## src/hdl/phyeq_defines.svh

```systemverilog
/*
  constants for the phy setting and equalizer adaptation block.
  assumes a 25 mhz core clock; included by bare name.
*/
`ifndef PHYEQ_DEFINES_SVH
`define PHYEQ_DEFINES_SVH

// ----------------------------------------------------------------
// sizes
// ----------------------------------------------------------------
`define PHYEQ_NPORT 4

// ----------------------------------------------------------------
// built-in defaults used without any preload
// ----------------------------------------------------------------
`define PHYEQ_DEF_SWING 4'h8
`define PHYEQ_DEF_DEEMPH 4'h0
`define PHYEQ_DEF_EQ 4'h2
`define PHYEQ_DEF_PWR_HIGH 1'b0

// ----------------------------------------------------------------
// equalizer gain and zero figures
// ----------------------------------------------------------------
`define PHYEQ_GAIN_MAX 4'hf
`define PHYEQ_GAIN_MIN 4'h0
`define PHYEQ_GAIN_MID 4'h8
`define PHYEQ_ZERO_MAX 3'h7
`define PHYEQ_ZERO_MIN 3'h0
`define PHYEQ_ZERO_RATE_LO 3'h2
`define PHYEQ_ZERO_RATE_HI 3'h5

// ----------------------------------------------------------------
// voting interval and threshold
// ----------------------------------------------------------------
`define PHYEQ_CLK_NS 40
`define PHYEQ_VOTE_NS 40000
`define PHYEQ_VOTE_CYC (`PHYEQ_VOTE_NS / `PHYEQ_CLK_NS)
`define PHYEQ_VOTE_THR 8'sd16
`define PHYEQ_ACC_MAX 8'sd127
`define PHYEQ_ACC_MIN -8'sd127

`endif

```

## src/hdl/phyeq_pkg.sv

```systemverilog
/*
  types shared by the phy setting and equalizer adaptation block.
  assumes nothing of its surroundings.
*/
package phyeq_pkg;

  // per-port settings as written by host or preload
  typedef struct packed {
    logic [3:0] swing;
    logic [3:0] tx_deemph_code;
    logic [3:0] rx_equalizer_code;
    logic removable;
    logic disable_port;
  } phyeq_port_cfg_t;

  // equalizer operating mode decoded from the code
  typedef enum logic [2:0] {
    PHYEQ_FLAT = 3'b000,
    PHYEQ_ADAPT_NORM = 3'b001,
    PHYEQ_ADAPT_REV = 3'b010,
    PHYEQ_HOLD = 3'b011,
    PHYEQ_INIT = 3'b100,
    PHYEQ_PARTIAL = 3'b101
  } phyeq_mode_t;

  // live equalizer setting of one receiver
  typedef struct packed {
    logic [3:0] gain;
    logic [2:0] zero;
  } phyeq_eq_state_t;

endpackage : phyeq_pkg

```

## src/hdl/phyeq_tx_deemph.sv

```systemverilog
/*
  one transmitter lane: picks the amplitude reduction for each bit.
  assumes bits arrive with a valid strobe in the core clock domain.
*/
`timescale 1ns/1ps
`include "phyeq_defines.svh"

module phyeq_tx_deemph (
  // clock and reset
  input wire logic clk,
  input wire logic rst_b,
  input wire logic clk_en,
  // setting and bit stream
  input wire logic [3:0] deemph_code,
  input wire logic bit_valid,
  input wire logic bit_in,
  // reduction in tenths of a percent
  output logic [9:0] reduce_q
);

  logic prev_q;
  logic [9:0] table_w;
  logic repeat_w;

  // reduction grows with the code, none at zero
  assign table_w = (deemph_code == 4'h0) ? 10'd0 :
                   (deemph_code == 4'h1) ? 10'd53 :
                   (deemph_code == 4'h2) ? 10'd95 :
                   (deemph_code == 4'h3) ? 10'd138 :
                   (deemph_code == 4'h4) ? 10'd181 :
                   (deemph_code == 4'h5) ? 10'd225 :
                   (deemph_code == 4'h6) ? 10'd270 :
                   (deemph_code == 4'h7) ? 10'd314 :
                   (deemph_code == 4'h8) ? 10'd362 :
                   (deemph_code == 4'h9) ? 10'd408 :
                   (deemph_code == 4'ha) ? 10'd454 :
                   (deemph_code == 4'hb) ? 10'd502 :
                   (deemph_code == 4'hc) ? 10'd550 :
                   (deemph_code == 4'hd) ? 10'd597 :
                   (deemph_code == 4'he) ? 10'd645 : 10'd693;

  // a bit equal to its predecessor is reduced
  assign repeat_w = (bit_in == prev_q);

  // register previous bit and reduction
  always_ff @(posedge clk or negedge rst_b) begin
    if (!rst_b) begin
      prev_q <= 1'b0;
      reduce_q <= 10'd0;
    end else if (clk_en && bit_valid) begin
      prev_q <= bit_in;
      reduce_q <= repeat_w ? table_w : 10'd0;
    end
  end

endmodule : phyeq_tx_deemph

```

## src/hdl/phyeq_vote.sv

```systemverilog
/*
  voting accumulator for one receiver's gain decisions.
  assumes one observation per strobe in the core clock domain.
*/
`timescale 1ns/1ps
`include "phyeq_defines.svh"

module phyeq_vote (
  // clock and reset
  input wire logic clk,
  input wire logic rst_b,
  input wire logic clk_en,
  // restart of voting
  input wire logic clear,
  // observations
  input wire logic obs_valid,
  input wire logic obs_more,
  // decision
  output logic dec_valid_q,
  output logic dec_more_q
);

  localparam logic [9:0] LAST = 10'(`PHYEQ_VOTE_CYC - 1);

  logic [9:0] cnt_q;
  logic signed [7:0] acc_q;
  logic signed [7:0] acc_d;
  logic end_w;

  // saturating vote tally
  assign acc_d = !obs_valid ? acc_q :
                 obs_more ? ((acc_q == `PHYEQ_ACC_MAX) ? acc_q : acc_q + 8'sd1) :
                 ((acc_q == `PHYEQ_ACC_MIN) ? acc_q : acc_q - 8'sd1);
  assign end_w = (cnt_q == LAST);

  // interval counter, tally and decision
  always_ff @(posedge clk or negedge rst_b) begin
    if (!rst_b) begin
      cnt_q <= 10'd0;
      acc_q <= 8'sd0;
      dec_valid_q <= 1'b0;
      dec_more_q <= 1'b0;
    end else if (clk_en) begin
      if (clear) begin
        cnt_q <= 10'd0;
        acc_q <= 8'sd0;
        dec_valid_q <= 1'b0;
      end else if (end_w) begin
        cnt_q <= 10'd0;
        acc_q <= 8'sd0;
        dec_valid_q <= (acc_q >= `PHYEQ_VOTE_THR) || (acc_q <= -`PHYEQ_VOTE_THR);
        dec_more_q <= (acc_q > 8'sd0);
      end else begin
        cnt_q <= cnt_q + 10'd1;
        acc_q <= acc_d;
        dec_valid_q <= 1'b0;
      end
    end
  end

endmodule : phyeq_vote

```

## src/hdl/phyeq_ctrl.sv

```systemverilog
/*
  per-port phy setting control: transmit swing and de-emphasis,
  receive equalizer modes and adaptation, port power polarity.
  assumes host writes and preload writes arrive as one-cycle strobes
  in the core clock domain, and receive observations come from the
  receiver's pattern analyser as one strobe per observation.
*/
// Notes on behaviour
// - per-lane 4-bit swing, larger code larger swing
// - repeated bits reduced, post-transition bits full
// - de-emphasis code 0 none, up to 69.3 percent
// - equalizer code 0000 flat at maximum gain
// - code 0001 adapts, more eq lowers zero
// - code 0010 adapts, more eq raises zero
// - code 0011 freezes gain and zero
// - codes 01xx mid gain, rate-suited zero
// - codes 1xxx adapt gain, zero fixed 365-50MHz
// - gain raised or lowered from observed patterns
// - gain limit reached then zero steps
// - decisions voted over long interval
// - works from 24 or 48 MHz reference
// - built-in defaults without any preload
// - preload carries removable, disable, tx/rx settings
// - power enable active low unless preloaded
`timescale 1ns/1ps
`include "phyeq_defines.svh"

module phyeq_ctrl (
  // clock and reset
  input wire logic clk,
  input wire logic rst_b,
  input wire logic clk_en,
  // reference clock strap, high for 48 mhz
  input wire logic ref_48m_sel,
  // host settings write
  input wire logic cfg_wr,
  input wire logic [1:0] cfg_port,
  input wire phyeq_pkg::phyeq_port_cfg_t cfg_data,
  // preload writes from the serial loader
  input wire logic pre_wr,
  input wire logic [1:0] pre_port,
  input wire phyeq_pkg::phyeq_port_cfg_t pre_data,
  input wire logic pre_pol_wr,
  input wire logic pre_pol_high,
  // port power requests
  input wire logic [`PHYEQ_NPORT-1:0] port_power_req,
  // transmit bit streams
  input wire logic [`PHYEQ_NPORT-1:0] tx_bit_valid,
  input wire logic [`PHYEQ_NPORT-1:0] tx_bit,
  // receive observations
  input wire logic [`PHYEQ_NPORT-1:0] rx_obs_valid,
  input wire logic [`PHYEQ_NPORT-1:0] rx_obs_more,
  input wire logic [`PHYEQ_NPORT-1:0] rx_rate_hi,
  // transmit settings out
  output logic [`PHYEQ_NPORT-1:0][3:0] tx_swing_q,
  output logic [`PHYEQ_NPORT-1:0][9:0] tx_reduce_q,
  // equalizer settings out
  output logic [`PHYEQ_NPORT-1:0][3:0] eq_gain_q,
  output logic [`PHYEQ_NPORT-1:0][2:0] eq_zero_q,
  // port status out
  output logic [`PHYEQ_NPORT-1:0] port_removable_q,
  output logic [`PHYEQ_NPORT-1:0] port_disabled_q,
  output logic [`PHYEQ_NPORT-1:0] port_power_enable_q,
  // reference clock divide select out
  output logic ref_div2_q
);

  // ----------------------------------------------------------------
  // reference strap capture
  // ----------------------------------------------------------------

  logic strap_done_q;

  // caught on first enabled edge after release
  always_ff @(posedge clk or negedge rst_b) begin
    if (!rst_b) begin
      strap_done_q <= 1'b0;
      ref_div2_q <= 1'b0;
    end else if (clk_en && !strap_done_q) begin
      strap_done_q <= 1'b1;
      ref_div2_q <= ref_48m_sel;
    end
  end

  // ----------------------------------------------------------------
  // power enable polarity
  // ----------------------------------------------------------------

  logic pol_high_q;

  // only the preload may flip the polarity
  always_ff @(posedge clk or negedge rst_b) begin
    if (!rst_b) begin
      pol_high_q <= `PHYEQ_DEF_PWR_HIGH;
    end else if (clk_en && pre_pol_wr) begin
      pol_high_q <= pre_pol_high;
    end
  end

  // ----------------------------------------------------------------
  // per-port lanes
  // ----------------------------------------------------------------

  genvar p;
  generate
    for (p = 0; p < `PHYEQ_NPORT; p = p + 1) begin : g_port

      phyeq_pkg::phyeq_port_cfg_t cfg_q;
      phyeq_pkg::phyeq_port_cfg_t cfg_d;
      phyeq_pkg::phyeq_eq_state_t st_q;
      phyeq_pkg::phyeq_eq_state_t st_d;
      phyeq_pkg::phyeq_mode_t mode_w;
      logic [3:0] eq_last_q;
      logic host_hit_w;
      logic pre_hit_w;
      logic [3:0] eq_w;
      logic code_chg_w;
      logic adapt_w;
      logic dec_valid_w;
      logic dec_more_w;
      logic at_min_w;
      logic at_max_w;
      logic [3:0] gain_dn_w;
      logic [3:0] gain_up_w;
      logic [2:0] zero_dn_w;
      logic [2:0] zero_up_w;
      logic [2:0] zero_init_w;
      logic [2:0] zero_fix_w;
      logic [3:0] gain_track_w;
      logic [2:0] zero_track_w;

      // --------------------------------
      // port settings
      // --------------------------------

      // write selection, preload wins a same-cycle clash
      assign host_hit_w = cfg_wr && (cfg_port == 2'(p));
      assign pre_hit_w = pre_wr && (pre_port == 2'(p));
      assign cfg_d = pre_hit_w ? pre_data : host_hit_w ? cfg_data : cfg_q;

      // settings register of this port only
      always_ff @(posedge clk or negedge rst_b) begin
        if (!rst_b) begin
          cfg_q.swing <= `PHYEQ_DEF_SWING;
          cfg_q.tx_deemph_code <= `PHYEQ_DEF_DEEMPH;
          cfg_q.rx_equalizer_code <= `PHYEQ_DEF_EQ;
          cfg_q.removable <= 1'b1;
          cfg_q.disable_port <= 1'b0;
        end else if (clk_en) begin
          cfg_q <= cfg_d;
        end
      end

      // --------------------------------
      // equalizer mode
      // --------------------------------

      // mode decode from the equalizer code
      assign eq_w = cfg_q.rx_equalizer_code;
      assign mode_w = eq_w[3] ? phyeq_pkg::PHYEQ_PARTIAL :
                      eq_w[2] ? phyeq_pkg::PHYEQ_INIT :
                      (eq_w[1:0] == 2'b00) ? phyeq_pkg::PHYEQ_FLAT :
                      (eq_w[1:0] == 2'b01) ? phyeq_pkg::PHYEQ_ADAPT_NORM :
                      (eq_w[1:0] == 2'b10) ? phyeq_pkg::PHYEQ_ADAPT_REV :
                      phyeq_pkg::PHYEQ_HOLD;
      assign adapt_w = (mode_w == phyeq_pkg::PHYEQ_ADAPT_NORM) ||
                       (mode_w == phyeq_pkg::PHYEQ_ADAPT_REV) ||
                       (mode_w == phyeq_pkg::PHYEQ_PARTIAL);
      assign code_chg_w = (eq_w != eq_last_q);

      // --------------------------------
      // gain voting and tracking
      // --------------------------------

      // voting restarts whenever the code moves
      phyeq_vote u_vote (
        .clk(clk),
        .rst_b(rst_b),
        .clk_en(clk_en),
        .clear(!adapt_w || code_chg_w),
        .obs_valid(rx_obs_valid[p]),
        .obs_more(rx_obs_more[p]),
        .dec_valid_q(dec_valid_w),
        .dec_more_q(dec_more_w)
      );

      // saturating step helpers
      assign at_min_w = (st_q.gain == `PHYEQ_GAIN_MIN);
      assign at_max_w = (st_q.gain == `PHYEQ_GAIN_MAX);
      assign gain_dn_w = at_min_w ? st_q.gain : st_q.gain - 4'h1;
      assign gain_up_w = at_max_w ? st_q.gain : st_q.gain + 4'h1;
      assign zero_dn_w = (st_q.zero == `PHYEQ_ZERO_MIN) ? st_q.zero : st_q.zero - 3'h1;
      assign zero_up_w = (st_q.zero == `PHYEQ_ZERO_MAX) ? st_q.zero : st_q.zero + 3'h1;
      assign zero_init_w = rx_rate_hi[p] ? `PHYEQ_ZERO_RATE_HI : `PHYEQ_ZERO_RATE_LO;
      // code 1000 is the highest zero, 1111 the lowest
      assign zero_fix_w = ~eq_w[2:0];
      // more equalization means less low-frequency gain
      assign gain_track_w = !dec_valid_w ? st_q.gain :
                            dec_more_w ? gain_dn_w : gain_up_w;

      // zero motion once gain sits at a limit
      always_comb begin
        zero_track_w = st_q.zero;
        if (dec_valid_w && dec_more_w && at_min_w) begin
          if (mode_w == phyeq_pkg::PHYEQ_ADAPT_REV) begin
            zero_track_w = zero_up_w;
          end else begin
            zero_track_w = zero_dn_w;
          end
        end else if (dec_valid_w && !dec_more_w && at_max_w) begin
          if (mode_w == phyeq_pkg::PHYEQ_ADAPT_REV) begin
            zero_track_w = zero_dn_w;
          end else begin
            zero_track_w = zero_up_w;
          end
        end
      end

      // --------------------------------
      // equalizer state
      // --------------------------------

      // next equalizer state by mode
      always_comb begin
        st_d = st_q;
        case (mode_w)
          phyeq_pkg::PHYEQ_FLAT: begin
            st_d.gain = `PHYEQ_GAIN_MAX;
          end
          phyeq_pkg::PHYEQ_ADAPT_NORM,
          phyeq_pkg::PHYEQ_ADAPT_REV: begin
            st_d.gain = gain_track_w;
            st_d.zero = zero_track_w;
          end
          phyeq_pkg::PHYEQ_HOLD: begin
            st_d = st_q;
          end
          phyeq_pkg::PHYEQ_INIT: begin
            st_d.gain = `PHYEQ_GAIN_MID;
            st_d.zero = zero_init_w;
          end
          phyeq_pkg::PHYEQ_PARTIAL: begin
            st_d.gain = gain_track_w;
            st_d.zero = zero_fix_w;
          end
          default: begin
            st_d = st_q;
          end
        endcase
      end

      // equalizer state and last seen code
      always_ff @(posedge clk or negedge rst_b) begin
        if (!rst_b) begin
          st_q.gain <= `PHYEQ_GAIN_MID;
          st_q.zero <= `PHYEQ_ZERO_RATE_LO;
          eq_last_q <= `PHYEQ_DEF_EQ;
        end else if (clk_en) begin
          st_q <= st_d;
          eq_last_q <= eq_w;
        end
      end

      assign eq_gain_q[p] = st_q.gain;
      assign eq_zero_q[p] = st_q.zero;

      // --------------------------------
      // transmit and status
      // --------------------------------

      // transmit reduction per bit
      phyeq_tx_deemph u_deemph (
        .clk(clk),
        .rst_b(rst_b),
        .clk_en(clk_en),
        .deemph_code(cfg_q.tx_deemph_code),
        .bit_valid(tx_bit_valid[p]),
        .bit_in(tx_bit[p]),
        .reduce_q(tx_reduce_q[p])
      );

      // status and power outputs
      always_ff @(posedge clk or negedge rst_b) begin
        if (!rst_b) begin
          tx_swing_q[p] <= `PHYEQ_DEF_SWING;
          port_removable_q[p] <= 1'b1;
          port_disabled_q[p] <= 1'b0;
          port_power_enable_q[p] <= !`PHYEQ_DEF_PWR_HIGH;
        end else if (clk_en) begin
          tx_swing_q[p] <= cfg_q.swing;
          port_removable_q[p] <= cfg_q.removable;
          port_disabled_q[p] <= cfg_q.disable_port;
          // drive level follows polarity; off when disabled
          port_power_enable_q[p] <=
            (port_power_req[p] && !cfg_q.disable_port) ~^ pol_high_q;
        end
      end

    end
  endgenerate

endmodule : phyeq_ctrl

```

## config.mk

```make
export PLATFORM = sky130hd
export DESIGN_NAME = phyeq_ctrl
export DESIGN_NICKNAME = d
export VERILOG_FILES = /design/src/hdl/phyeq_pkg.sv /design/src/hdl/phyeq_tx_deemph.sv /design/src/hdl/phyeq_vote.sv /design/src/hdl/phyeq_ctrl.sv
export VERILOG_INCLUDE_DIRS = /design/src /design/src/hdl
export SDC_FILE = /design/constraint.sdc
export NUM_CORES = 1
export LEC_CHECK = 0
export BUFFER_PORTS_ARGS = -buffer_cell sky130_fd_sc_hd__buf_2
export CAP_MARGIN = 40
export CORE_ASPECT_RATIO = 0.9
export CORE_MARGIN = 1
export CORE_UTILIZATION = 55
export DETAILED_ROUTE_END_ITERATION = 16
export PLACE_DENSITY = 0.86
export RECOVER_POWER = 50
export SLEW_MARGIN = 15
export SYNTH_ARGS = -nofsm -noshare
export SYNTH_HDL_FRONTEND = slang
export SYNTH_SLANG_ARGS = --single-unit
```

## constraint.sdc

```tcl
create_clock -name clk -period 3.9 [get_ports clk]
set_clock_uncertainty 0.2 [all_clocks]
set_input_delay 0.195 -clock clk [delete_from_list [all_inputs] [get_ports clk]]
set_output_delay 0.195 -clock clk [all_outputs]
set_load 0.1 [all_outputs]
```

==> metrics.json, run 1 <==
{
  "crit_slowest_cell": {"value": "sky130_fd_sc_hd__o21ai_0"},
  "summed_area_of_non_filler_cells_in_the_final_layout": {"value": 0.0175, "unit": "mm²"},
  "first_pass_iters": {"value": 6},
  "ys_async_sr_fraction": {"value": 1.00},
  "postSynth.topFlopCell": {"value": "sky130_fd_sc_hd__dfrtp_1"},
  "setup.worst_path.end_class": {"value": "flop"},
  "drt-total-wl": {"value": 38200, "unit": "µm"},
  "synthToLayoutAreaGrowth": {"value": 17.7, "unit": "%"},
  "synth-edff-count": {"value": 0},
  "n_fill_cell": {"value": 1948},
  "timing.critical_path.cells": {"value": "dlygate4sd3_1 -> clkbuf_1 -> nor3b_1 -> o21ai_0 -> clkbuf_1 -> nand2_1 -> o21ai_0"},
  "slew_viol_final": {"value": 0},
  "result_of_the_run": {"value": "finished clean"},
  "die_y": {"value": 158, "unit": "µm"},
  "power_per_cell_area": {"value": 664, "unit": "mW/mm²"},
  "crit_family": {"value": "buffers and inverters"},
  "first_iter_violations": {"value": 1186},
  "grt_max_degree": {"value": 139},
  "setup_tns_final": {"value": 0, "unit": "ns"},
  "syn-instance-count": {"value": 1529},
  "synth.yosys.warnings": {"value": 0},
  "layout_worst_path_cycle_share": {"value": 0.675},
  "synthDistinctLibCells": {"value": 86},
  "grt_setup_unrepaired": {"value": "no"},
  "crit_type": {"value": "in2reg"},
  "layout.nets": {"value": 1862},
  "num_io_pins": {"value": 161},
  "synth.avg_cell_area": {"value": 9.71, "unit": "µm²"},
  "die_area": {"value": 0.0277, "unit": "mm²"},
  "place_hpwl": {"value": 25300, "unit": "µm"},
  "grt_first_pass_wirelength": {"value": 62300, "unit": "µm"},
  "mappedNetlistArea": {"value": 0.0148, "unit": "mm²"},
  "highest_net_fanout_along_the_worst_path": {"value": 20},
  "mapped_nets": {"value": 1653},
  "max-slew-margin-rel": {"value": 0.0414},
  "clk_path_buf_depth": {"value": 3},
  "cts-root-buf": {"value": "sky130_fd_sc_hd__clkbuf_16"},
  "detail_route.wl_per_cell": {"value": 18.1, "unit": "µm"},
  "die_width": {"value": 175, "unit": "µm"},
  "timing.critical_path.arrival": {"value": 2.87, "unit": "ns"},
  "timing_worst_slew_pin_value": {"value": 1.44, "unit": "ns"},
  "start_util": {"value": 0.565},
  "placed_cells_incl_taps": {"value": 1989},
  "vias": {"value": 12800},
  "share_of_layout_cells_above_drive_strength_1": {"value": 0.177},
  "p_leak": {"value": 8.05, "unit": "nW"},
  "port_buffers": {"value": 160},
  "grt_overflow_total": {"value": 0},
  "number_of_nets_with_antenna_violations_after_detailed_routing": {"value": 0},
  "cap_viol_max_count": {"value": 0},
  "worst_ir_drop_vdd": {"value": 668, "unit": "µV"},
  "floorplan.core_area": {"value": 0.0263, "unit": "mm²"},
  "critical_path.max_stage_delay": {"value": 0.79, "unit": "ns"},
  "cts_max_level": {"value": 1},
  "grt_pass1_vias": {"value": 12600},
  "route.detailed.drc": {"value": 0},
  "synth_seq_area_share": {"value": 0.433},
  "fmaxAchievable": {"value": 380, "unit": "MHz"},
  "setup-violations-final": {"value": 0},
  "worst_setup_hold_path_clk_slew": {"value": 0.06, "unit": "ns"},
  "required": {"value": 4.13, "unit": "ns"},
  "clock_sinks": {"value": 255},
  "gp_congestion": {"value": 0.914},
  "antenna_found_initial": {"value": 2},
  "wp_buf_inv": {"value": 3},
  "clock_insertion_delay_worst_skew": {"value": 0.53, "unit": "ns"},
  "layout_min_cycle_time": {"value": 2.63, "unit": "ns"},
  "cts_tree": {"value": "built"},
  "track_usage": {"value": 0.275},
  "min-delay-path-class": {"value": "in2reg"},
  "cts_setup_buffers": {"value": 0},
  "setup.worst_path.start_class": {"value": "input port"},
  "row_count": {"value": 56},
  "layout.cells.non_filler": {"value": 2109},
  "finalHoldViolations": {"value": 0},
  "post_dp_cell_area": {"value": 0.0160, "unit": "mm²"},
  "numCtsBuffers": {"value": 27},
  "detail_route.vias_per_cell": {"value": 6.09},
  "synth_seq_cells": {"value": 255}
}
-- through the flow --
step / util / power (mW) / setup WS [ns] / hold slack, ns
3_3_place_gp: 0.607 / 8.79 / 1.52 / 0.206
3_5_place_dp: 0.608 / 8.95 / 1.43 / 0.214
2_1_floorplan: - / 7.96 / 1.26 / -0.301
5_1_grt: 0.665 / 12.1 / 1.09 / 0.0236
4_1_cts: 0.666 / 11.6 / 1.39 / 0.00120
6_report: 0.665 / 11.6 / 1.27 / 0.0173
-- worst min-delay path: cells and delay by family --
family	cells	cell delay (ns)
buf+inv	1	0.24
simple gates	1	0.08
mux	1	0.18
-- logic make-up after synthesis --
family	Yosys count	share of synthesized area
compound gates	398	0.180
xor+xnor	75	0.0447
fa+ha+maj	60	0.0546
buf+inv	142	0.0385
flops	255	0.433
mux	130	0.0922
simple gates	469	0.157
-- registers in the layout, summed over array words and instances, names as in the netlist --
register / cells
g_port.u_vote.cnt_q: 40
g_port.eq_last_q: 16
tx_swing_q: 16
g_port.u_vote.dec_valid_q: 4
port_disabled_q: 4
g_port.u_deemph.reduce_q: 40
port_removable_q: 4
g_port.u_vote.acc_q: 32
ref_div2_q: 1
eq_gain_q: 16
g_port.eq_w: 16
strap_done_q: 1
g_port.u_deemph.prev_q: 4
g_port.cfg_q: 40
g_port.u_vote.dec_more_q: 4
eq_zero_q: 12
port_power_enable_q: 4
pol_high_q: 1
-- routing by layer --
layer  vias to the layer above  wire length, µm  global-route usage
met5                         -                0                   0
met3                       106             2490              0.0442
li1                       5945                -                   -
met1                      6243            16000               0.353
met4                         0             1420               0.110
met2                       553            18300               0.468
-- synth_stat cells, drive strengths merged (10+ instances only) --
| cell | n | area share |
|---|---|---|
| and3 | 13 | 0.0056 |
| nand4 | 16 | 0.0067 |
| nand2b | 17 | 0.0072 |
| a21o | 20 | 0.010 |
| nor3 | 23 | 0.0084 |
| a21oi | 54 | 0.018 |
| nand3b | 16 | 0.0081 |
| o21ai | 146 | 0.049 |
| clkbuf | 51 | 0.014 |
| nand3 | 33 | 0.012 |
| a31oi | 10 | 0.0042 |
| dfstp | 36 | 0.064 |
| a32o | 16 | 0.011 |
| xor2 | 31 | 0.019 |
| or3 | 16 | 0.0071 |
| inv | 77 | 0.019 |
| nor2 | 99 | 0.025 |
| o31ai | 21 | 0.012 |
| a22o | 31 | 0.018 |
| mux2i | 76 | 0.051 |
| nor2b | 20 | 0.0084 |
| or2 | 12 | 0.0052 |
| xnor2 | 44 | 0.026 |
| a211oi | 11 | 0.0056 |
| ha | 52 | 0.044 |
| buf | 13 | 0.0046 |
| mux2 | 54 | 0.041 |
| dfrtp | 219 | 0.37 |
| o2bb2ai | 13 | 0.0077 |
| nand2 | 170 | 0.043 |
-- placed cells by master, fill, tap and decap left out, types with 9 or more instances in the layout --
cell and instances:
sky130_fd_sc_hd__dfstp_2 33, sky130_fd_sc_hd__mux2_2 53, sky130_fd_sc_hd__nor3_1 21, sky130_fd_sc_hd__dlygate4sd3_1 67, sky130_fd_sc_hd__dfrtp_1 219, sky130_fd_sc_hd__a32o_1 16, sky130_fd_sc_hd__nand4_1 16, sky130_fd_sc_hd__clkbuf_1 32
sky130_fd_sc_hd__a211oi_1 11, sky130_fd_sc_hd__xor2_1 30, sky130_fd_sc_hd__a22o_1 31, sky130_fd_sc_hd__or2_2 10, sky130_fd_sc_hd__o31ai_1 20, sky130_fd_sc_hd__nand3_1 32, sky130_fd_sc_hd__a21oi_1 53, sky130_fd_sc_hd__nand3b_1 16
sky130_fd_sc_hd__and3_1 12, sky130_fd_sc_hd__ha_1 52, sky130_fd_sc_hd__nor2_1 99, sky130_fd_sc_hd__mux2i_1 76, sky130_fd_sc_hd__nor2b_1 20, sky130_fd_sc_hd__clkbuf_16 27, sky130_fd_sc_hd__buf_4 9, sky130_fd_sc_hd__o21ai_0 144
sky130_fd_sc_hd__a31oi_1 10, sky130_fd_sc_hd__o2bb2ai_1 13, sky130_fd_sc_hd__buf_2 141, sky130_fd_sc_hd__nand2b_1 17, sky130_fd_sc_hd__nand2_1 170, sky130_fd_sc_hd__inv_1 77, sky130_fd_sc_hd__or3_1 15, sky130_fd_sc_hd__a21o_1 19
sky130_fd_sc_hd__xnor2_1 44
-- worst paths after layout --
kind | end | slack (ns) | startpoint | cells past startpoint
worst max-delay path | g_port[0].cfg_q[7]$_DFFE_PN0P_ | 1.27 | cfg_port[0] | 7
worst min-delay path | eq_zero_q[9]$_DFFE_PN0P_ | 0.02 | clk_en | 3
worst max register to register | eq_zero_q[6]$_DFFE_PN0P_ | 1.34 | g_port[2].eq_w[3]$_DFFE_PN0P_ | 6
worst min register to register | g_port[3].cfg_q[1]$_DFFE_PN1P_ | 0.28 | g_port[3].cfg_q[1]$_DFFE_PN1P_ | 2
max in group asynchronous | g_port[1].u_vote.cnt_q[5]$_DFFE_PN0P_ | 1.64 | rst_b | 3
min in group asynchronous | g_port[1].u_deemph.reduce_q[8]$_DFFE_PN0P_ | 0.17 | rst_b | 2
-- repair_timing --
action	in CTS	in global routing
endpoints found under the hold margin	195	1
gates resized for setup	0	0
hold buffers	65	2
-- final cells by class --
class                      count  area [µm²]  area share
antenna                        2        5.00    0.000286
clock buffer                  43         816      0.0467
clock inverter                 7        66.3     0.00379
inverter                      78         293      0.0167
multi-input combinational   1132        7860       0.449
sequential                   255        6430       0.368
tap                          348         435      0.0249
timing repair buffer         244        1580      0.0906
-- power by group --
part / switching (mW) / leakage [nW] / internal, mW
clock network: 1.06 / 0.434 / 1.50
registers: 0.657 / 3.23 / 3.24
logic: 3.84 / 4.39 / 1.31
total: 5.56 / 8.05 / 6.05
Note: power is estimated with default switching activity, not from simulation.
==> run 2: changes to the inputs <==
--- a/config.mk
+++ b/config.mk
@@ -10,9 +10,9 @@
 export CAP_MARGIN = 40
 export CORE_ASPECT_RATIO = 0.9
 export CORE_MARGIN = 1
-export CORE_UTILIZATION = 55
+export CORE_UTILIZATION = 54
 export DETAILED_ROUTE_END_ITERATION = 16
-export PLACE_DENSITY = 0.86
+export PLACE_DENSITY = 0.88
 export RECOVER_POWER = 50
 export SLEW_MARGIN = 15
 export SYNTH_ARGS = -nofsm -noshare
==> constraint.sdc (replaced) <==
create_clock -name clk -period 2.35 [get_ports clk]
set_clock_uncertainty 0.2 [all_clocks]
set_input_delay 0.1175 -clock clk [delete_from_list [all_inputs] [get_ports clk]]
set_output_delay 0.1175 -clock clk [all_outputs]
set_load 0.1 [all_outputs]
==> run 2 against run 1 <==
  * Wire length increased by 6.1%
  * Clock power rose by 76%
  * Sequential cell count is the same
  * Setup slack worse by 1.2 ns
  * Die area grew 1.8%
  * Global-route usage is 0.55 points higher
  * Final area increased by 4.8%
  * Register-to-register slack worse by 1.3 ns
  * Final cell count up 3.7%
  * Sequential share of layout area down 1.6 points
  * Combinational power is 75% higher
  * Highest routed layer unchanged
==> metrics.json, run 2 (synthesis results as in run 1) <==
{
  "result_of_the_run": {"value": "finished clean"},
  "cap_viol_max_count": {"value": 0, "change": "unchanged"},
  "largestRegisters": {"value": "g_port.cfg_q: 40 flops, g_port.u_deemph.reduce_q: 40 flops, g_port.u_vote.cnt_q: 40 flops"},
  "start_util": {"value": 0.549, "change": "-0.0158"},
  "crit_family": {"value": "simple AND/OR/NAND/NOR gates"},
  "critical-path-top-cell-by-count": {"value": "sky130_fd_sc_hd__nor3_1"},
  "comb_power_share": {"value": 0.450, "change": "+0.006"},
  "synthToLayoutAreaGrowth": {"value": 23.4, "unit": "%"},
  "min-delay-path-class": {"value": "in2reg"},
  "num_io_pins": {"value": 161, "change": "unchanged"},
  "port_buffers": {"value": 160, "change": "unchanged"},
  "worst_slack_setup_final": {"value": 0.0239, "unit": "ns", "change": "-1.24 ns"},
  "grt_first_pass_wirelength": {"value": 64900, "unit": "µm", "change": "+4.1%"},
  "r2r_endpoint": {"value": "eq_zero_q[6]$_DFFE_PN0P_"},
  "track_usage": {"value": 0.281, "change": "+0.00554"},
  "max-slew-margin-rel": {"value": 0.203, "change": "+0.162"},
  "grt_max_degree": {"value": 84, "change": "-40%"},
  "p_int": {"value": 10.5, "unit": "mW", "change": "+73%"},
  "r2r_setup_slack": {"value": 0.02, "unit": "ns", "change": "-1.32 ns"},
  "layout.cells.most_common": {"value": "sky130_fd_sc_hd__dfrtp_1"},
  "cts_max_level": {"value": 1, "change": "unchanged"},
  "detail_route.vias_per_cell": {"value": 6.06, "change": "-0.44%"},
  "power_frac_clock": {"value": 0.225, "change": "+0.005"},
  "row_count": {"value": 57, "change": "+1.8%"},
  "slew_viol_final": {"value": 0, "change": "unchanged"},
  "critical_path.max_stage_delay": {"value": 0.46, "unit": "ns", "change": "-0.33 ns"},
  "layout.nets": {"value": 1931, "change": "+3.7%"},
  "power_per_cell_area": {"value": 1090, "unit": "mW/mm²", "change": "+64%"},
  "cts-root-buf": {"value": "sky130_fd_sc_hd__clkbuf_16"},
  "die_width": {"value": 177, "unit": "µm", "change": "+0.91%"},
  "cell_count_of_the_worst_hold_path": {"value": 4, "change": "+1"},
  "first_iter_violations": {"value": 1146, "change": "-3.4%"},
  "timing_worst_slew_pin_value": {"value": 1.19, "unit": "ns", "change": "-0.243 ns"},
  "setup-violations-final": {"value": 0, "change": "unchanged"},
  "layout_min_cycle_time": {"value": 2.33, "unit": "ns"},
  "setup_tns_final": {"value": 0, "unit": "ns", "change": "unchanged"},
  "worstRegToRegCells": {"value": 7, "change": "+1"},
  "floorplan.core_area": {"value": 0.0270, "unit": "mm²", "change": "+2.9%"},
  "grt_overflow_total": {"value": 0, "change": "unchanged"},
  "clock_insertion_delay_worst_skew": {"value": 0.54, "unit": "ns", "change": "about the same"},
  "clk_path_buf_depth": {"value": 3, "change": "unchanged"},
  "cts_tree": {"value": "built"},
  "detail_route.wl_per_cell": {"value": 18.6, "unit": "µm", "change": "+2.4%"},
  "antenna_found_initial": {"value": 4, "change": "+2"},
  "number_of_nets_with_antenna_violations_after_detailed_routing": {"value": 0, "change": "unchanged"},
  "layout_worst_path_cycle_share": {"value": 0.990},
  "post_dp_cell_area": {"value": 0.0163, "unit": "mm²", "change": "+2.3%"},
  "layout.cells.non_filler": {"value": 2186, "change": "+3.7%"},
  "required": {"value": 2.58, "unit": "ns", "change": "-1.55 ns"},
  "hold_path_end": {"value": "g_port[2].cfg_q[0]$_DFFE_PN0P_"},
  "worst_r2r_src": {"value": "g_port[2].eq_w[2]$_DFFE_PN0P_"},
  "highest_net_fanout_along_the_worst_path": {"value": 8, "change": "-60%"},
  "place_ws": {"value": 0.0228, "unit": "ns", "change": "-1.41 ns"},
  "totalPowerFinal": {"value": 20.0, "unit": "mW", "change": "+72%"},
  "wp_buf_inv": {"value": 1, "change": "-2"},
  "placed_cells_incl_taps": {"value": 2034, "change": "+2.3%"},
  "numCtsBuffers": {"value": 28, "change": "+3.7%"},
  "route.detailed.drc": {"value": 0, "change": "unchanged"},
  "crit_type": {"value": "reg2reg"},
  "gp_congestion": {"value": 0.898, "change": "-1.7%"},
  "power.switching_fraction": {"value": 0.475, "change": "-0.00392"},
  "timing.critical_path.arrival": {"value": 2.56, "unit": "ns", "change": "-0.31 ns"},
  "first_pass_iters": {"value": 8, "change": "+2"},
  "die_area": {"value": 0.0282, "unit": "mm²", "change": "+1.8%"},
  "finalHoldViolations": {"value": 0, "change": "unchanged"},
  "worst_setup_hold_path_clk_slew": {"value": 0.06, "unit": "ns", "change": "about the same"},
  "p_leak": {"value": 8.34, "unit": "nW", "change": "+3.7%"},
  "fmaxAchievable": {"value": 430, "unit": "MHz"},
  "summed_area_of_non_filler_cells_in_the_final_layout": {"value": 0.0183, "unit": "mm²", "change": "+4.8%"},
  "share_of_layout_cells_above_drive_strength_1": {"value": 0.218, "change": "+0.0404"},
  "power.net_switching": {"value": 9.50, "unit": "mW", "change": "+71%"},
  "die_y": {"value": 159, "unit": "µm", "change": "+0.91%"},
  "setup.worst_path.start_class": {"value": "flop"},
  "clock_sinks": {"value": 255, "change": "unchanged"},
  "grt_pass1_vias": {"value": 13000, "change": "+3.5%"},
  "place_hpwl": {"value": 25800, "unit": "µm", "change": "+1.8%"},
  "worst_ir_drop_vdd": {"value": 1130, "unit": "µV", "change": "+69%"},
  "timing.critical_path.cells": {"value": "or2_2 -> nor3_1 -> xor2_1 -> buf_4 -> mux2i_1 -> nor3_1 -> a211oi_1"},
  "setup.worst_path.end_class": {"value": "flop"},
  "power.share.sequential": {"value": 0.325, "change": "-0.011"},
  "vias": {"value": 13300, "change": "+3.2%"},
  "drt-total-wl": {"value": 40600, "unit": "µm", "change": "+6.1%"},
  "crit_slowest_cell": {"value": "sky130_fd_sc_hd__dfrtp_2"},
  "hold_path_startpoint": {"value": "pre_wr"},
  "commonest_cells_after_routing_fill_and_taps_aside": {"value": "205 x sky130_fd_sc_hd__dfrtp_1, 170 x sky130_fd_sc_hd__nand2_1, 140 x sky130_fd_sc_hd__o21ai_0, 101 x sky130_fd_sc_hd__buf_2, 99 x sky130_fd_sc_hd__nor2_1"}
}
## run 2: layout make-up
class,instances,area (µm²)
Sequential cell,255,6450
Antenna cell,4,10.0
Clock inverter,10,108
Inverter,78,300
Multi-Input combinational cell,1132,8040
Clock buffer,41,841
Timing Repair Buffer,312,2140
Fill cell,1916,8710
Tap cell,354,443
## run 2: worst max-delay path by stage
stage	startpoint	endpoint	cells after the start	slack (ns)
after global placement	g_port[0].u_vote.acc_q[2]$_DFFE_PN0P_	g_port[0].u_vote.acc_q[6]$_DFFE_PN0P_	7	0.09
after CTS	g_port[2].u_vote.acc_q[3]$_DFFE_PN0P_	g_port[2].u_vote.acc_q[7]$_DFFE_PN0P_	7	0.02
after detailed placement	rx_obs_more[2]	g_port[2].u_vote.acc_q[7]$_DFFE_PN0P_	9	0.02
after floorplan	eq_gain_q[15]$_DFFE_PN1P_	eq_zero_q[11]$_DFFE_PN0P_	6	0.006
after global routing	eq_gain_q[1]$_DFFE_PN0P_	eq_gain_q[0]$_DFFE_PN0P_	7	-0.06
final	g_port[2].eq_w[2]$_DFFE_PN0P_	eq_zero_q[6]$_DFFE_PN0P_	7	0.02
## run 2: stage by stage
stage,hold slack [ns],util
2_1_floorplan,-0.378,-
3_3_place_gp,-0.0494,0.604
3_5_place_dp,-0.0504,0.604
4_1_cts,0.0155,0.672
5_1_grt,0.0745,0.678
6_report,0.0323,0.678
## run 2: worst register-to-register path: cells and delay by family, from the launching register on
| kind | cells | cell delay [ns] |
|---|---|---|
| simple gates | 3 | 0.67 |
| flops | 1 | 0.46 |
| mux | 1 | 0.26 |
| compound gates | 1 | 0.25 |
| xor+xnor | 1 | 0.21 |
| buf+inv | 1 | 0.17 |
## run 2: timing repair
item | CTS | global route
endpoints found under the hold margin | 388 | 0
pin swaps | 0 | 13
hold buffers | 85 | 0
buffers inserted | 0 | 12
resized for setup | 3 | 38
setup endpoints to repair | 3 | 30
## run 2: routing by layer
layer,track usage,share of wire
met5,0,0
met4,0.122,0.045
met3,0.0406,0.058
met2,0.458,0.48
met1,0.373,0.41
## run 2: power groups by stage
stage	logic (mW)	clock network (mW)	registers, mW
after detailed placement	8.55	0	6.47
final	9.01	4.50	6.49
after CTS	8.76	4.53	6.42
after floorplan	3.24	0	10.0
after global placement	8.34	0	6.40
after global routing	9.52	4.71	6.62
==> run 3: changes to the inputs <==
--- a/config.mk
+++ b/config.mk
@@ -8,13 +8,14 @@
 export LEC_CHECK = 0
 export BUFFER_PORTS_ARGS = -buffer_cell sky130_fd_sc_hd__buf_2
 export CAP_MARGIN = 40
-export CORE_ASPECT_RATIO = 0.9
 export CORE_MARGIN = 1
 export CORE_UTILIZATION = 54
 export DETAILED_ROUTE_END_ITERATION = 16
 export PLACE_DENSITY = 0.88
 export RECOVER_POWER = 50
+export REMOVE_ABC_BUFFERS = 1
 export SLEW_MARGIN = 15
 export SYNTH_ARGS = -nofsm -noshare
 export SYNTH_HDL_FRONTEND = slang
 export SYNTH_SLANG_ARGS = --single-unit
+export TNS_END_PERCENT = 10
==> run 3 against run 2 <==
  * Combinational power is essentially flat
  * Worst hold slack lost 0.032 ns
  * Maximum frequency grew 0.44%
  * Register-to-register slack gained 0.07 ns
  * Non-clock buffer count shrank 7
  * Wire length shrank 1.2%
  * Critical path type is now in2reg
  * Largest power group unchanged
==> metrics.json, run 3 (synthesis results as in run 1) <==
{
  "drt-total-wl": {"value": 40100, "unit": "µm", "change": "-1.2%"},
  "post_dp_cell_area": {"value": 0.0163, "unit": "mm²", "change": "-0.29%"},
  "port_buffers": {"value": 160, "change": "unchanged"},
  "die_y": {"value": 168, "unit": "µm", "change": "+5.3%"},
  "place_ws": {"value": -0.0113, "unit": "ns", "change": "-0.0341 ns"},
  "first_pass_iters": {"value": 5, "change": "-3"},
  "min-delay-path-class": {"value": "in2reg"},
  "clock_sinks": {"value": 255, "change": "unchanged"},
  "layout_min_cycle_time": {"value": 2.32, "unit": "ns", "change": "-0.0102 ns"},
  "route.detailed.drc": {"value": 0, "change": "unchanged"},
  "detail_route.vias_per_cell": {"value": 6.06, "change": "about the same"},
  "share_of_layout_cells_above_drive_strength_1": {"value": 0.219, "change": "+0.000906"},
  "largestRegisters": {"value": "g_port.cfg_q: 40 flops, g_port.u_deemph.reduce_q: 40 flops, g_port.u_vote.cnt_q: 40 flops"},
  "hold_slack": {"value": 0.000628, "unit": "ns", "change": "-0.0317 ns"},
  "die_area": {"value": 0.0282, "unit": "mm²", "change": "about the same"},
  "layout.cells.most_common": {"value": "sky130_fd_sc_hd__dfrtp_1"},
  "p_leak": {"value": 8.53, "unit": "nW", "change": "+2.2%"},
  "highest_net_fanout_along_the_worst_path": {"value": 71, "change": "+63"},
  "result_of_the_run": {"value": "finished clean"},
  "antenna_found_initial": {"value": 2, "change": "-2"},
  "vias": {"value": 13100, "change": "-0.87%"},
  "finalHoldViolations": {"value": 0, "change": "unchanged"},
  "setup.worst_path.end_class": {"value": "flop"},
  "setup.worst_path.start_class": {"value": "input port"},
  "num_io_pins": {"value": 161, "change": "unchanged"},
  "numCtsBuffers": {"value": 30, "change": "+7.1%"},
  "max-slew-margin-rel": {"value": 0.335, "change": "+0.132"},
  "setup-violations-final": {"value": 0, "change": "unchanged"},
  "cts_tree": {"value": "built"},
  "commonest_cells_after_routing_fill_and_taps_aside": {"value": "219 x sky130_fd_sc_hd__dfrtp_1, 168 x sky130_fd_sc_hd__nand2_1, 158 x sky130_fd_sc_hd__buf_2, 140 x sky130_fd_sc_hd__o21ai_0, 99 x sky130_fd_sc_hd__nor2_1"},
  "timing.critical_path.arrival": {"value": 2.56, "unit": "ns", "change": "about the same"},
  "cap_viol_max_count": {"value": 0, "change": "unchanged"},
  "number_of_nets_with_antenna_violations_after_detailed_routing": {"value": 0, "change": "unchanged"},
  "first_iter_violations": {"value": 982, "change": "-14%"},
  "fmaxAchievable": {"value": 432, "unit": "MHz", "change": "+0.44%"},
  "grt_setup_unrepaired": {"value": "yes"},
  "grt_first_pass_wirelength": {"value": 66300, "unit": "µm", "change": "+2.1%"},
  "worst_setup_hold_path_clk_slew": {"value": 0.06, "unit": "ns", "change": "about the same"},
  "cts-root-buf": {"value": "sky130_fd_sc_hd__clkbuf_16"},
  "track_usage": {"value": 0.286, "change": "+0.00554"},
  "place_hpwl": {"value": 25800, "unit": "µm", "change": "about the same"},
  "gp_congestion": {"value": 0.908, "change": "+1.1%"},
  "clock_insertion_delay_worst_skew": {"value": 0.56, "unit": "ns", "change": "+0.02 ns"},
  "layout.nets": {"value": 1926, "change": "-0.26%"},
  "detail_route.wl_per_cell": {"value": 18.5, "unit": "µm", "change": "-0.33%"},
  "cts_setup_buffers": {"value": 0, "change": "unchanged"},
  "cts_max_level": {"value": 1, "change": "unchanged"},
  "required": {"value": 2.59, "unit": "ns", "change": "about the same"},
  "synthToLayoutAreaGrowth": {"value": 23.2, "unit": "%"},
  "clk_path_buf_depth": {"value": 3, "change": "unchanged"},
  "die_width": {"value": 168, "unit": "µm", "change": "-5.1%"},
  "grt_overflow_total": {"value": 0, "change": "unchanged"},
  "slew_viol_final": {"value": 0, "change": "unchanged"},
  "summed_area_of_non_filler_cells_in_the_final_layout": {"value": 0.0183, "unit": "mm²", "change": "-0.20%"},
  "floorplan.core_area": {"value": 0.0270, "unit": "mm²", "change": "-0.29%"},
  "grt_pass1_vias": {"value": 13400, "change": "+2.8%"},
  "start_util": {"value": 0.551, "change": "+0.00161"},
  "crit_type": {"value": "in2reg"},
  "layout_worst_path_cycle_share": {"value": 0.985, "change": "-0.00434"},
  "timing_worst_slew_pin_value": {"value": 0.997, "unit": "ns", "change": "-0.198 ns"},
  "grt_max_degree": {"value": 78, "change": "-7.1%"},
  "worst_ir_drop_vdd": {"value": 1150, "unit": "µV", "change": "+1.7%"},
  "row_count": {"value": 60, "change": "+5.3%"},
  "power_per_cell_area": {"value": 1100, "unit": "mW/mm²", "change": "+0.77%"},
  "worst_slack_setup_final": {"value": 0.0341, "unit": "ns", "change": "+0.0102 ns"}
}
-- run 3: changes by cell type in the layout (fill, tap and decap cells not counted), moves of 5 or more --
cell                       delta
sky130_fd_sc_hd__buf_2       +57
sky130_fd_sc_hd__buf_4        -5
sky130_fd_sc_hd__clkbuf_1    -35
sky130_fd_sc_hd__clkbuf_2    -26
sky130_fd_sc_hd__dfrtp_1     +14
sky130_fd_sc_hd__dfrtp_2     -13
-- run 3: worst paths after layout --
kind | startpoint | to | slack, ns | depth (start not counted)
setup / recovery | clk_en | g_port[0].u_deemph.prev_q$_DFFE_PN0P_ | 0.03 | 7
hold / removal | pre_port[0] | g_port[1].cfg_q[12]$_DFFE_PN0P_ | 0.0006 | 5
setup reg to reg | g_port[0].u_vote.acc_q[2]$_DFFE_PN0P_ | g_port[0].u_vote.acc_q[6]$_DFFE_PN0P_ | 0.09 | 7
hold reg to reg | g_port[0].u_deemph.reduce_q[8]$_DFFE_PN0P_ | g_port[0].u_deemph.reduce_q[8]$_DFFE_PN0P_ | 0.28 | 2
max in group asynchronous | rst_b | g_port[3].u_deemph.reduce_q[0]$_DFFE_PN0P_ | 0.23 | 4
min in group asynchronous | rst_b | g_port[0].cfg_q[13]$_DFFE_PN1P_ | 1.06 | 3
-- run 3: per-layer routing --
layer	up-vias	part of all wire	global-route usage
li1	6050	-	-
met1	6445	0.40	0.350
met2	509	0.50	0.499
met3	139	0.056	0.0425
met4	0	0.045	0.136
met5	-	0	0
-- run 3: metrics by stage --
| stage | util | total power, mW | setup TNS, ns | cells |
|---|---|---|---|---|
| finish | 0.679 | 20.1 | 0 | 2168 |
| global route | 0.679 | 21.0 | -0.318 | 2168 |
| CTS | 0.676 | 20.0 | 0 | 2166 |
| detailed placement | 0.605 | 15.0 | -0.0113 | 2022 |
| global placement | 0.604 | 14.7 | 0 | 2021 |
| floorplan | - | 13.1 | -16.05 | 1465 |
-- run 3: critical path, stage by stage --
cell and delay [ns]:
sky130_fd_sc_hd__dlygate4sd3_1 0.53, sky130_fd_sc_hd__buf_4 0.27, sky130_fd_sc_hd__buf_16 0.32, sky130_fd_sc_hd__nand2_1 0.16
sky130_fd_sc_hd__buf_4 0.22, sky130_fd_sc_hd__mux2_2 0.28, sky130_fd_sc_hd__dlygate4sd3_1 0.56
-- run 3: timing repair --
| action | CTS | global route |
|---|---|---|
| setup endpoints to repair | 6 | 30 |
| resized for setup | 2 | 26 |
| hold buffers | 89 | 0 |
| pin swaps | 0 | 2 |
| endpoints found under the hold margin | 372 | 0 |
-- run 3: power breakdown --
part	internal (mW)	switching [mW]
clock network	2.82	1.92
logic	2.43	6.57
registers	5.38	0.987
total	10.6	9.48
-- run 3: layout make-up --
| type | count | area, µm² |
|---|---|---|
| Antenna cell | 2 | 5.00 |
| Clock buffer | 43 | 880 |
| Clock inverter | 12 | 139 |
| Fill cell | 1856 | 8660 |
| Inverter | 78 | 293 |
| Multi-Input combinational cell | 1132 | 7930 |
| Sequential cell | 255 | 6430 |
| Tap cell | 341 | 427 |
| Timing Repair Buffer | 305 | 2190 |
